### src/verilog/pwc_pkg.sv
// Package with register map, field layout, reset values and divider table.
`default_nettype none

package pwc_pkg;

   // Byte addresses of the three register words on APB.
   localparam logic [11:0] STATUS_CONTROL_ADDR = 12'h000;
   localparam logic [11:0] CURRENT_COUNT_ADDR  = 12'h004;
   localparam logic [11:0] MATCH_LIMIT_ADDR    = 12'h008;

   // Field positions inside the status_control byte.
   localparam int MATCH_FLAG_BIT    = 7;
   localparam int SOURCE_SELECT_HI  = 6;
   localparam int SOURCE_SELECT_LO  = 5;
   localparam int MATCH_IRQ_EN_BIT  = 4;
   localparam int DIVIDER_SELECT_HI = 3;
   localparam int DIVIDER_SELECT_LO = 0;

   // Reset values of the count, limit, source and divider fields.
   localparam logic [7:0] COUNT_RESET   = 8'h00;
   localparam logic [7:0] LIMIT_RESET   = 8'h00;
   localparam logic [1:0] SOURCE_RESET  = 2'h0;
   localparam logic [3:0] DIVIDER_RESET = 4'h0;

   // Width of the prescaler counter, enough for the largest ratio.
   localparam int PRE_W = 18;

   // Source select codes; both upper codes pick the internal reference.
   typedef enum logic [1:0] {
      SRC_LOW_POWER = 2'h0,
      SRC_EXTERNAL  = 2'h1,
      SRC_INTERNAL  = 2'h2,
      SRC_INTERNAL2 = 2'h3
   } pwc_src_type;

   // Divide ratio for a divider code and the low source bit; zero is off.
   function automatic logic [PRE_W-1:0] divide_ratio(
      input logic       src_low,
      input logic [3:0] code
   );
      logic [PRE_W-1:0] r;
      r = 18'h00000;
      case ({src_low, code})
         5'h01: r = 18'h00008;
         5'h02: r = 18'h00020;
         5'h03: r = 18'h00040;
         5'h04: r = 18'h00080;
         5'h05: r = 18'h00100;
         5'h06: r = 18'h00200;
         5'h07: r = 18'h00400;
         5'h08: r = 18'h00001;
         5'h09: r = 18'h00002;
         5'h0a: r = 18'h00004;
         5'h0b: r = 18'h0000a;
         5'h0c: r = 18'h00010;
         5'h0d: r = 18'h00064;
         5'h0e: r = 18'h001f4;
         5'h0f: r = 18'h003e8;
         5'h11: r = 18'h00400;
         5'h12: r = 18'h00800;
         5'h13: r = 18'h01000;
         5'h14: r = 18'h02000;
         5'h15: r = 18'h04000;
         5'h16: r = 18'h08000;
         5'h17: r = 18'h10000;
         5'h18: r = 18'h003e8;
         5'h19: r = 18'h007d0;
         5'h1a: r = 18'h01388;
         5'h1b: r = 18'h02710;
         5'h1c: r = 18'h04e20;
         5'h1d: r = 18'h0c350;
         5'h1e: r = 18'h186a0;
         5'h1f: r = 18'h30d40;
         default: r = 18'h00000;
      endcase
      return r;
   endfunction

endpackage

`default_nettype wire

### src/verilog/pwc_pre_if.sv
// Interface carrying control and tick between the counter and prescaler.
`timescale 1ns/1ns
`default_nettype none

interface pwc_pre_if;
   logic       clear;     // Return the prescaler to zero.
   logic       run;       // Low while counting is suspended.
   logic       src_edge;  // One-cycle pulse per selected source edge.
   logic       src_low;   // Low bit of the source select.
   logic [3:0] divider;   // Divider select code.
   logic       tick;      // One-cycle pulse per prescaler period.

   // Counter side drives control and receives the tick.
   modport ctrl (output clear, run, src_edge, src_low, divider,
                 input tick);
   // Prescaler side.
   modport pre (input clear, run, src_edge, src_low, divider,
                output tick);
endinterface

`default_nettype wire

### src/verilog/pwc_prescaler.sv
// Prescaler that divides synchronised source edges into periodic ticks.
`timescale 1ns/1ns
`default_nettype none

module pwc_prescaler (
   // Clock and reset.
   input  wire logic sys_clk,
   input  wire logic rst_n,
   // Link to the counter.
   pwc_pre_if.pre    pre
);

   logic [pwc_pkg::PRE_W-1:0] ratio;    // Selected divide ratio.
   logic [pwc_pkg::PRE_W-1:0] last;     // Final count before a tick.
   logic                      at_last;  // Prescaler at its final count.
   logic                      step;     // Source edge while running.
   logic [pwc_pkg::PRE_W-1:0] pre_q;    // Prescaler count.
   logic                      tick_q;   // Registered tick pulse.

   // A zero ratio keeps the prescaler off. [RQ7]
   assign ratio   = pwc_pkg::divide_ratio(pre.src_low, pre.divider); // [RQ11]
   assign last    = ratio - 18'h00001;
   assign at_last = (pre_q == last);
   assign step    = pre.run && pre.src_edge && (ratio != 18'h00000);
   assign pre.tick = tick_q;

   // Count source edges; clear has priority so a reconfiguration
   // never lets a stale partial period through.
   always_ff @(posedge sys_clk) begin
      if (!rst_n || pre.clear) begin
         pre_q  <= 18'h00000;                            // [RQ5] [RQ6]
         tick_q <= 1'b0;
      end else if (step) begin
         pre_q  <= at_last ? 18'h00000 : pre_q + 18'h00001; // [RQ18]
         tick_q <= at_last;
      end else begin
         tick_q <= 1'b0;
      end
   end

   property p_pre_off;
      @(posedge sys_clk) disable iff (!rst_n)
      (pre.divider == 4'h0) |=> !tick_q;
   endproperty
   a_pre_off: assert property (p_pre_off) // [RQ7]
      else $error("Tick seen with the prescaler off.");

   property p_pre_clear;
      @(posedge sys_clk) disable iff (!rst_n)
      pre.clear |=> (pre_q == 18'h00000) && !tick_q;
   endproperty
   a_pre_clear: assert property (p_pre_clear) // [RQ5]
      else $error("Prescaler not cleared.");

endmodule

`default_nettype wire

### src/verilog/pwc_periodic_wakeup_counter.sv
// Periodic wakeup counter with APB registers and selectable source clock.
// Overview of operation
// RQ1: Count readable; writes to it ignored.
// RQ2: Reset, limit write, config change clear count.
// RQ3: Count equal to limit wraps, sets flag.
// RQ4: Zero limit flags every prescaler tick.
// RQ5: Limit write also clears the prescaler.
// RQ6: Reset: stopped, zero, prescaler off, slow source.
// RQ7: Divider code zero keeps prescaler off.
// RQ8: Source select picks one of three clocks.
// RQ9: Changed source select clears prescaler and count.
// RQ10: Changed divider select clears prescaler and count.
// RQ11: Divider code and source low bit pick ratio.
// RQ12: Count increments per tick until the limit.
// RQ13: Flag sets on wrap from limit to zero.
// RQ14: Interrupt request is flag and enable.
// RQ15: Writing one clears flag and request.
// RQ16: Writing zero to flag does nothing.
// RQ17: Status byte field layout fixed.
// RQ18: Divider ratio tables for both sets.
// RQ19: Debug mode suspends counting, then resumes.
// RQ20: Source edges synchronised before use.
`timescale 1ns/1ns
`default_nettype none

module pwc_periodic_wakeup_counter #(
   parameter int ADDR_W = 12          // APB address width.
) (
   // Clock and synchronous active-low reset.
   input  wire logic              sys_clk,
   input  wire logic              rst_n,
   // APB slave port.
   input  wire logic              psel,
   input  wire logic              penable,
   input  wire logic              pwrite,
   input  wire logic [ADDR_W-1:0] paddr,
   input  wire logic [31:0]       pwdata,
   output logic [31:0]            prdata,
   output logic                   pready,
   output logic                   pslverr,
   // Source clocks, asynchronous to sys_clk.
   input  wire logic              low_power_osc_clock,
   input  wire logic              external_ref_clock,
   input  wire logic              internal_ref_clock,
   // Processor is in active background debug mode.
   input  wire logic              debug_active,
   // Interrupt request.
   output logic                   match_irq
);

   pwc_pre_if pre_link ();               // Link to the prescaler.

   logic [2:0] src_meta_q;               // First synchroniser stage.
   logic [2:0] src_sync_q;               // Second synchroniser stage.
   logic [2:0] src_prev_q;               // Last synchronised levels.
   logic [2:0] src_rise;                 // Rising edge of each source.
   logic       src_rise_sel;             // Rising edge of the selection.

   logic [7:0] current_count_q;          // Counter value.
   logic [7:0] current_count_d;
   logic [7:0] match_limit_q;            // Match limit.
   logic       match_flag_q;             // Sticky match flag.
   logic       match_flag_d;
   logic       match_irq_enable_q;       // Interrupt enable.
   logic [1:0] source_select_q;          // Source select.
   logic [3:0] divider_select_q;         // Divider select.

   logic        pready_q;                // Answer strobe.
   logic        pslverr_q;               // Unmapped access answer.
   logic [31:0] prdata_q;                // Read data.
   logic        irq_q;                   // Registered interrupt request.

   logic        access;                  // First access-phase cycle.
   logic        done;                    // Completing access phase.
   logic        wr;                      // Write taking effect now.
   logic        hit_sc;                  // Address is status_control.
   logic        hit_cnt;                 // Address is current_count.
   logic        hit_lim;                 // Address is match_limit.
   logic        mapped;                  // Address is any register.
   logic        wr_sc;                   // Write to status_control.
   logic        wr_lim;                  // Write to match_limit.
   logic        cfg_change;              // Source or divider changed.
   logic        cfg_clear;               // Clear count and prescaler.
   logic        flag_clr;                // Software clears the flag.
   logic        wrap;                    // Tick at the limit value.
   logic [7:0]  status_byte;             // Assembled status byte.
   logic [31:0] rd_mux;                  // Read data selection.
   logic [ADDR_W-1:0] word_addr;         // Address with low bits cut.

   // Two flops per source before any logic reads it. Sources must be
   // well below half of sys_clk or edges will be missed. [RQ20]
   always_ff @(posedge sys_clk) begin
      if (!rst_n) begin
         src_meta_q <= 3'h0;
         src_sync_q <= 3'h0;
         src_prev_q <= 3'h0;
      end else begin
         src_meta_q <= {internal_ref_clock, external_ref_clock,
                        low_power_osc_clock};
         src_sync_q <= src_meta_q;                       // [RQ20]
         src_prev_q <= src_sync_q;
      end
   end

   // Each source keeps its own edge history, so a source switch can
   // never fake an edge from the old level after the clear.
   assign src_rise = src_sync_q & ~src_prev_q;

   // Either upper code selects the internal reference. [RQ8]
   assign src_rise_sel = (source_select_q == pwc_pkg::SRC_LOW_POWER) ?
                         src_rise[0] :
                         (source_select_q == pwc_pkg::SRC_EXTERNAL) ?
                         src_rise[1] : src_rise[2];

   // APB decode; the slave waits one cycle in the access phase.
   assign word_addr = {paddr[ADDR_W-1:2], 2'b00};
   assign hit_sc    = (word_addr == pwc_pkg::STATUS_CONTROL_ADDR);
   assign hit_cnt   = (word_addr == pwc_pkg::CURRENT_COUNT_ADDR);
   assign hit_lim   = (word_addr == pwc_pkg::MATCH_LIMIT_ADDR);
   assign mapped    = hit_sc || hit_cnt || hit_lim;
   assign access    = psel && penable && !pready_q;
   assign done      = psel && penable && pready_q;
   assign wr        = done && pwrite && mapped;
   assign wr_sc     = wr && hit_sc;
   assign wr_lim    = wr && hit_lim;

   // Only a differing value counts as a change. [RQ9] [RQ10]
   assign cfg_change =
      wr_sc &&
      ((pwdata[pwc_pkg::SOURCE_SELECT_HI:pwc_pkg::SOURCE_SELECT_LO]
        != source_select_q) ||
       (pwdata[pwc_pkg::DIVIDER_SELECT_HI:pwc_pkg::DIVIDER_SELECT_LO]
        != divider_select_q));
   assign cfg_clear = wr_lim || cfg_change;              // [RQ2] [RQ5]

   // Only a one in the flag position clears it. [RQ15] [RQ16]
   assign flag_clr = wr_sc && pwdata[pwc_pkg::MATCH_FLAG_BIT];

   // The limit is met when the tick lands on it, zero included. [RQ4]
   assign wrap = pre_link.tick && (current_count_q == match_limit_q);

   // Count update; a clear beats a tick in the same cycle. Writes to
   // the count location never reach this logic. [RQ1]
   assign current_count_d =
      cfg_clear ? pwc_pkg::COUNT_RESET :                 // [RQ2]
      wrap ? pwc_pkg::COUNT_RESET :                      // [RQ3]
      pre_link.tick ? current_count_q + 8'h01 :          // [RQ12]
      current_count_q;

   // Set wins over a software clear in the same cycle; the flag rises
   // with the wrap to zero, not when the limit is first reached.
   assign match_flag_d = (wrap && !cfg_clear) ||         // [RQ13]
                         (match_flag_q && !flag_clr);    // [RQ15]

   // Status byte layout. [RQ17]
   assign status_byte = {match_flag_q, source_select_q,
                         match_irq_enable_q, divider_select_q};

   // Read data; unmapped addresses read zero and raise the error.
   assign rd_mux = hit_sc  ? {24'h000000, status_byte} :
                   hit_cnt ? {24'h000000, current_count_q} :
                   hit_lim ? {24'h000000, match_limit_q} :
                   32'h00000000;

   // Prescaler control; debug mode stops source edges counting.
   assign pre_link.clear    = cfg_clear;                 // [RQ9] [RQ10]
   assign pre_link.run      = !debug_active;             // [RQ19]
   assign pre_link.src_edge = src_rise_sel;
   assign pre_link.src_low  = source_select_q[0];        // [RQ11]
   assign pre_link.divider  = divider_select_q;

   pwc_prescaler u_prescaler (
      .sys_clk (sys_clk),
      .rst_n   (rst_n),
      .pre     (pre_link)
   );

   // Counter and flag registers.
   always_ff @(posedge sys_clk) begin
      if (!rst_n) begin
         current_count_q <= pwc_pkg::COUNT_RESET;        // [RQ6]
         match_flag_q    <= 1'b0;                        // [RQ16]
      end else begin
         current_count_q <= current_count_d;
         match_flag_q    <= match_flag_d;
      end
   end

   // Configuration registers written by software.
   always_ff @(posedge sys_clk) begin
      if (!rst_n) begin
         match_limit_q      <= pwc_pkg::LIMIT_RESET;     // [RQ6]
         match_irq_enable_q <= 1'b0;                     // [RQ16]
         source_select_q    <= pwc_pkg::SOURCE_RESET;    // [RQ6]
         divider_select_q   <= pwc_pkg::DIVIDER_RESET;   // [RQ6]
      end else begin
         if (wr_lim) begin
            match_limit_q <= pwdata[7:0];                // [RQ3]
         end
         if (wr_sc) begin
            match_irq_enable_q <= pwdata[pwc_pkg::MATCH_IRQ_EN_BIT];
            source_select_q    <=
               pwdata[pwc_pkg::SOURCE_SELECT_HI:pwc_pkg::SOURCE_SELECT_LO];
            divider_select_q   <=
               pwdata[pwc_pkg::DIVIDER_SELECT_HI:pwc_pkg::DIVIDER_SELECT_LO];
         end
      end
   end

   // Bus answer and interrupt request, all from flip-flops.
   always_ff @(posedge sys_clk) begin
      if (!rst_n) begin
         pready_q  <= 1'b0;
         pslverr_q <= 1'b0;
         prdata_q  <= 32'h00000000;
         irq_q     <= 1'b0;
      end else begin
         pready_q  <= access;
         pslverr_q <= access && !mapped;
         prdata_q  <= (access && !pwrite) ? rd_mux : 32'h00000000;
         irq_q     <= match_flag_q && match_irq_enable_q; // [RQ14]
      end
   end

   assign prdata    = prdata_q;
   assign pready    = pready_q;
   assign pslverr   = pslverr_q;
   assign match_irq = irq_q;

   property p_count_ro;
      @(posedge sys_clk) disable iff (!rst_n)
      (wr && hit_cnt && !pre_link.tick) |=> $stable(current_count_q);
   endproperty
   a_count_ro: assert property (p_count_ro) // [RQ1]
      else $error("Count changed by a bus write.");

   property p_limit_clears;
      @(posedge sys_clk) disable iff (!rst_n)
      wr_lim |=> (current_count_q == 8'h00) &&
                 (match_limit_q == $past(pwdata[7:0]));
   endproperty
   a_limit_clears: assert property (p_limit_clears) // [RQ2]
      else $error("Limit write did not clear the count.");

   property p_wrap;
      @(posedge sys_clk) disable iff (!rst_n)
      (wrap && !cfg_clear) |=> (current_count_q == 8'h00) && match_flag_q;
   endproperty
   a_wrap: assert property (p_wrap) // [RQ3]
      else $error("Count did not wrap with the flag set.");

   property p_zero_limit;
      @(posedge sys_clk) disable iff (!rst_n)
      (pre_link.tick && match_limit_q == 8'h00 && !cfg_clear)
      |=> match_flag_q;
   endproperty
   a_zero_limit: assert property (p_zero_limit) // [RQ4]
      else $error("Zero limit tick did not set the flag.");

   property p_reset;
      @(posedge sys_clk)
      !rst_n |=> (current_count_q == 8'h00) && !match_flag_q &&
                 (divider_select_q == 4'h0) && (source_select_q == 2'h0);
   endproperty
   a_reset: assert property (p_reset) // [RQ6]
      else $error("Reset state wrong.");

   property p_same_cfg;
      @(posedge sys_clk) disable iff (!rst_n)
      (wr_sc && !cfg_change && !pre_link.tick) |=> $stable(current_count_q);
   endproperty
   a_same_cfg: assert property (p_same_cfg) // [RQ9]
      else $error("Same-value write disturbed the count.");

   property p_cfg_change;
      @(posedge sys_clk) disable iff (!rst_n)
      cfg_change |=> (current_count_q == 8'h00) && !pre_link.tick;
   endproperty
   a_cfg_change: assert property (p_cfg_change) // [RQ10]
      else $error("Config change did not clear.");

   property p_incr;
      @(posedge sys_clk) disable iff (!rst_n)
      (pre_link.tick && !wrap && !cfg_clear)
      |=> current_count_q == $past(current_count_q) + 8'h01;
   endproperty
   a_incr: assert property (p_incr) // [RQ12]
      else $error("Count did not step by one.");

   property p_irq;
      @(posedge sys_clk) disable iff (!rst_n)
      1'b1 |=> irq_q == $past(match_flag_q && match_irq_enable_q);
   endproperty
   a_irq: assert property (p_irq) // [RQ14]
      else $error("Interrupt request mismatch.");

   property p_flag_w1c;
      @(posedge sys_clk) disable iff (!rst_n)
      (flag_clr && !wrap) |=> !match_flag_q ##1 !irq_q;
   endproperty
   a_flag_w1c: assert property (p_flag_w1c) // [RQ15]
      else $error("Flag not cleared by writing one.");

   property p_flag_w0;
      @(posedge sys_clk) disable iff (!rst_n)
      (wr_sc && match_flag_q && !pwdata[7]) |=> match_flag_q;
   endproperty
   a_flag_w0: assert property (p_flag_w0) // [RQ16]
      else $error("Writing zero changed the flag.");

   property p_debug_hold;
      @(posedge sys_clk) disable iff (!rst_n)
      (debug_active && $past(debug_active) && !cfg_clear)
      |=> $stable(current_count_q);
   endproperty
   a_debug_hold: assert property (p_debug_hold) // [RQ19]
      else $error("Count moved in debug mode.");

   property p_answer;
      @(posedge sys_clk) disable iff (!rst_n)
      access |=> pready_q ##1 !pready_q;
   endproperty
   a_answer: assert property (p_answer)
      else $error("APB answer timing wrong.");

endmodule

`default_nettype wire

### config.mk
export PLATFORM = sky130hd
export DESIGN_NAME = pwc_periodic_wakeup_counter
export DESIGN_NICKNAME = d
export VERILOG_FILES = /design/src/verilog/pwc_pkg.sv /design/src/verilog/pwc_pre_if.sv /design/src/verilog/pwc_prescaler.sv /design/src/verilog/pwc_periodic_wakeup_counter.sv
export SDC_FILE = /design/constraint.sdc
export NUM_CORES = 1
export LEC_CHECK = 0
export ABC_AREA = 1
export ABC_CLOCK_PERIOD_IN_PS = 5700
export CORE_AREA = 2 2 80 113
export CTS_BUF_LIST = sky130_fd_sc_hd__clkbuf_8
export CTS_CLUSTER_DIAMETER = 120
export CTS_CLUSTER_SIZE = 25
export DETAILED_ROUTE_END_ITERATION = 12
export DIE_AREA = 0 0 82 115
export DONT_BUFFER_PORTS = 1
export PLACE_DENSITY = 0.69
export SETUP_SLACK_MARGIN = 0.02
export SLEW_MARGIN = 40
export SYNTH_ARGS = -nofsm -noshare
export SYNTH_HDL_FRONTEND = slang
export SYNTH_SLANG_ARGS = --single-unit
### constraint.sdc
create_clock -name sys_clk -period 5.7 [get_ports sys_clk]
set_input_delay 0.855 -clock sys_clk [delete_from_list [all_inputs] [get_ports sys_clk]]
set_output_delay 0.855 -clock sys_clk [all_outputs]
set_load 0.005 [all_outputs]
==> results.yml <==
routing:
  routed-wl-met3_um: 268
  dr_wl_met2_um: 5490
  drc: 0
  firstDrtPassIters: 4
  antenna_left: 0
  wirelength_um: 10000
  met1Wirelength_um: 3930
  vias: 3912
  vias_per_cell: 5.07
  avgRoutedWirePerCell_um: 13.0
  top_layer: "met4"
  drt_iter0_markers: 147
timing:
  final.setup.tns_ns: 0
  period_needed_ns: 2.55
  worstMarginPinSlew_ns: 0.649
  max_freq_ghz: 0.393
  final_max_slew_viol_count: 0
  setup_viol: 0
  whs_ns: 0.415
  post-route-period-util_pct: 44.6
  finalClockSkew_ns: 0.0125
  hold_viol: 0
  max-slew-margin-rel_pct: 56.6
  rsz0062_at_grt: "no"
placed_design:
  dp_hpwl_um: 7800
  gp_congestion: 0.920
  placedCellCount: 755
  io_buffers: 0
yosys:
  synth_top_cell_by_area: "dfxtp_1"
  postSynthAreaPerCell_um2: 6.85
  ys_types: 40
  seq_area_frac_synth_pct: 35.9
  synth_edf_count: 0
  yosys_warnings: 0
  ys_ff_latch: 81
  syn_inst: 660
  synthFlopType: "dfxtp_1"
  synth_area_leaders: "dfxtp_1 (36%), nand2_1 (13%), inv_1 (7.3%), nor2_1 (7.3%), nand3_1 (4.8%)"
  netlist.area_leader.share_pct: 35.9
  synth_area_um2: 4520
  synthArstFlopShare_pct: 0
finish:
  finalNetCount: 717
  mostFrequentLayoutCell: "nand2_1"
  layout-drive-gt1-share_pct: 6.76
  area_delta_synth_final_pct: 4.02
  postLayoutCoreUtil_pct: 55.9
  final_cells: 771
  layout_common_cells: "nand2_1 (160), inv_1 (88), nor2_1 (88)"
  num_antenna_cells: 0
worst_hold_path:
  holdCritPathClass: "flip-flop to flip-flop"
floorplanning:
  die_x_um: 82
  row_count: 40
  die_area_um2: 9430
  fp.dieH_um: 115
  num_io_pins: 88
  core_area_um2: 8410
  start_util_pct: 53.7
global_routing:
  overflow: 0
  grt_max_degree: 32
  grt_usage_pct: 22.9
  grt_pass1_wl_um: 16600
  first_global_vias: 3748
  grt_antenna_before_repair: 0
critical_path:
  cp.required_ns: 5.95
  worstPathMaxFanout: 17
  cp-start-kind: "flip-flop"
  max_stage_delay_ns: 0.37
  cp.arrival_ns: 2.80
  critPathKind: "flip-flop to flip-flop"
  crit_slowest_cell: "nand2_2"
  path_cells: "inv_1 -> ha_1 -> nand2_1 -> nor2_1 -> nand2_1 -> nand2_1 -> nand3_1 -> nor2_1 -> nand2_1 -> nor2_1 -> nand4_1 -> nand2_2 -> nor2_1"
  endpoint_kind: "flip-flop"
power:
  vdd_drop_max_uv: 188
  p_leak_nw: 2.12
  power_density_nw_per_um2: 218
cts:
  postCtsResizedCells: 0
  cts_setup_buffers: 0
  cts_buffers: 9
  worstSkewPairLatency_ns: 0.37
  cts.sinks: 81
  cts_tree: "yes"
  ctsHoldBuffers: 0
  cts_root_buffer: "clkbuf_8"
  clock_path_buffers: 2
  clk_pin_slew_ns: 0.09
  ctsHtreeMaxLevel: 3
outcome:
  status: "complete, no violations"
run:
  max-cap-violations: 0
[metrics by stage]
stage	area (um2)	worst slack (ns)	power [mW]
5_1_grt	4700	2.85	1.06
6_report	4700	3.15	1.02
3_3_place_gp	4500	2.93	0.603
2_1_floorplan	4600	3.42	0.615
4_1_cts	4700	3.07	1.03
3_5_place_dp	4500	2.92	0.604
[cells in the mapped netlist (all sizes together), types with 8 or more instances]
cell,number
nand2,164
nor2,99
inv,90
dfxtp,81
nand3,49
o21ai,33
buf,30
xor2,23
a21oi,21
nor3,13
nand4,9
a221oi,8
xnor2,8
[cell type report]
type / count / area [um2]
well taps: 105 / 131
fillers: 835 / 3710
flip-flops and latches: 81 / 1620
multi-input cells: 479 / 2410
clock inverters: 7 / 78.8
inverters: 90 / 338
clock buffers: 9 / 124
[metal layers]
layer  up-vias  track usage [%]
met3        24             4.47
met1      1773             22.8
met2        70             43.0
met5         -                0
met4         0             12.3
li1       2045                -
[sequential cells by signal (all words and copies together) (netlist names)]
| name | cells |
|---|---|
| u_prescaler.ratio | 18 |
| match_irq | 1 |
| src_sync_q | 3 |
| current_count_q | 8 |
| source_select_q | 2 |
| pslverr | 1 |
| u_prescaler.pre_q | 18 |
| match_flag_q | 1 |
| src_prev_q | 3 |
| u_prescaler.pre.tick | 1 |
| divider_select_q | 4 |
| src_meta_q | 3 |
| match_irq_enable_q | 1 |
| match_limit_q | 8 |
| prdata | 8 |
| pready | 1 |
[worst max-delay path: cells and delay by family (launching register included)]
family / cells / cell delay [ns]
simple gates: 11 / 1.75
buf+inv: 1 / 0.11
flops: 1 / 0.33
fa+ha+maj: 1 / 0.22
[report_power, final]
| part | internal (mW) | switching (mW) | total (mW) |
|---|---|---|---|
| Sequential | 0.568 | 0.00117 | 0.570 |
| Clock | 0.206 | 0.226 | 0.432 |
| Combinational | 0.00553 | 0.0154 | 0.0209 |
| Total | 0.780 | 0.243 | 1.02 |
[final timing paths]
kind	start	to	slack (ns)	cells after the start
setup / recovery	u_prescaler.ratio[0]	u_prescaler.pre_q[14]	3.15	13
hold / removal	src_meta_q[2]	src_sync_q[2]	0.42	2
setup reg to reg	u_prescaler.ratio[0]	u_prescaler.pre_q[14]	3.15	13
hold reg to reg	src_meta_q[2]	src_sync_q[2]	0.42	2
[logic make-up (layout without fill, tap and decap cells)]
group | count (synthesis) | after routing | share of synthesized area, %
multiplexers | 1 | 1 | 0.222
flip-flops | 81 | 81 | 35.9
other | 1 | 24 | 0.0830
buffers and inverters | 123 | 106 | 12.8
AND/OR/NAND/NOR | 353 | 353 | 35.6
adder cells (fa/ha/maj) | 3 | 3 | 0.831
AO/OA/AOI/OAI | 67 | 67 | 8.64
XOR/XNOR | 31 | 31 | 6.01
No activity file was read; power rests on OpenSTA's default activity.
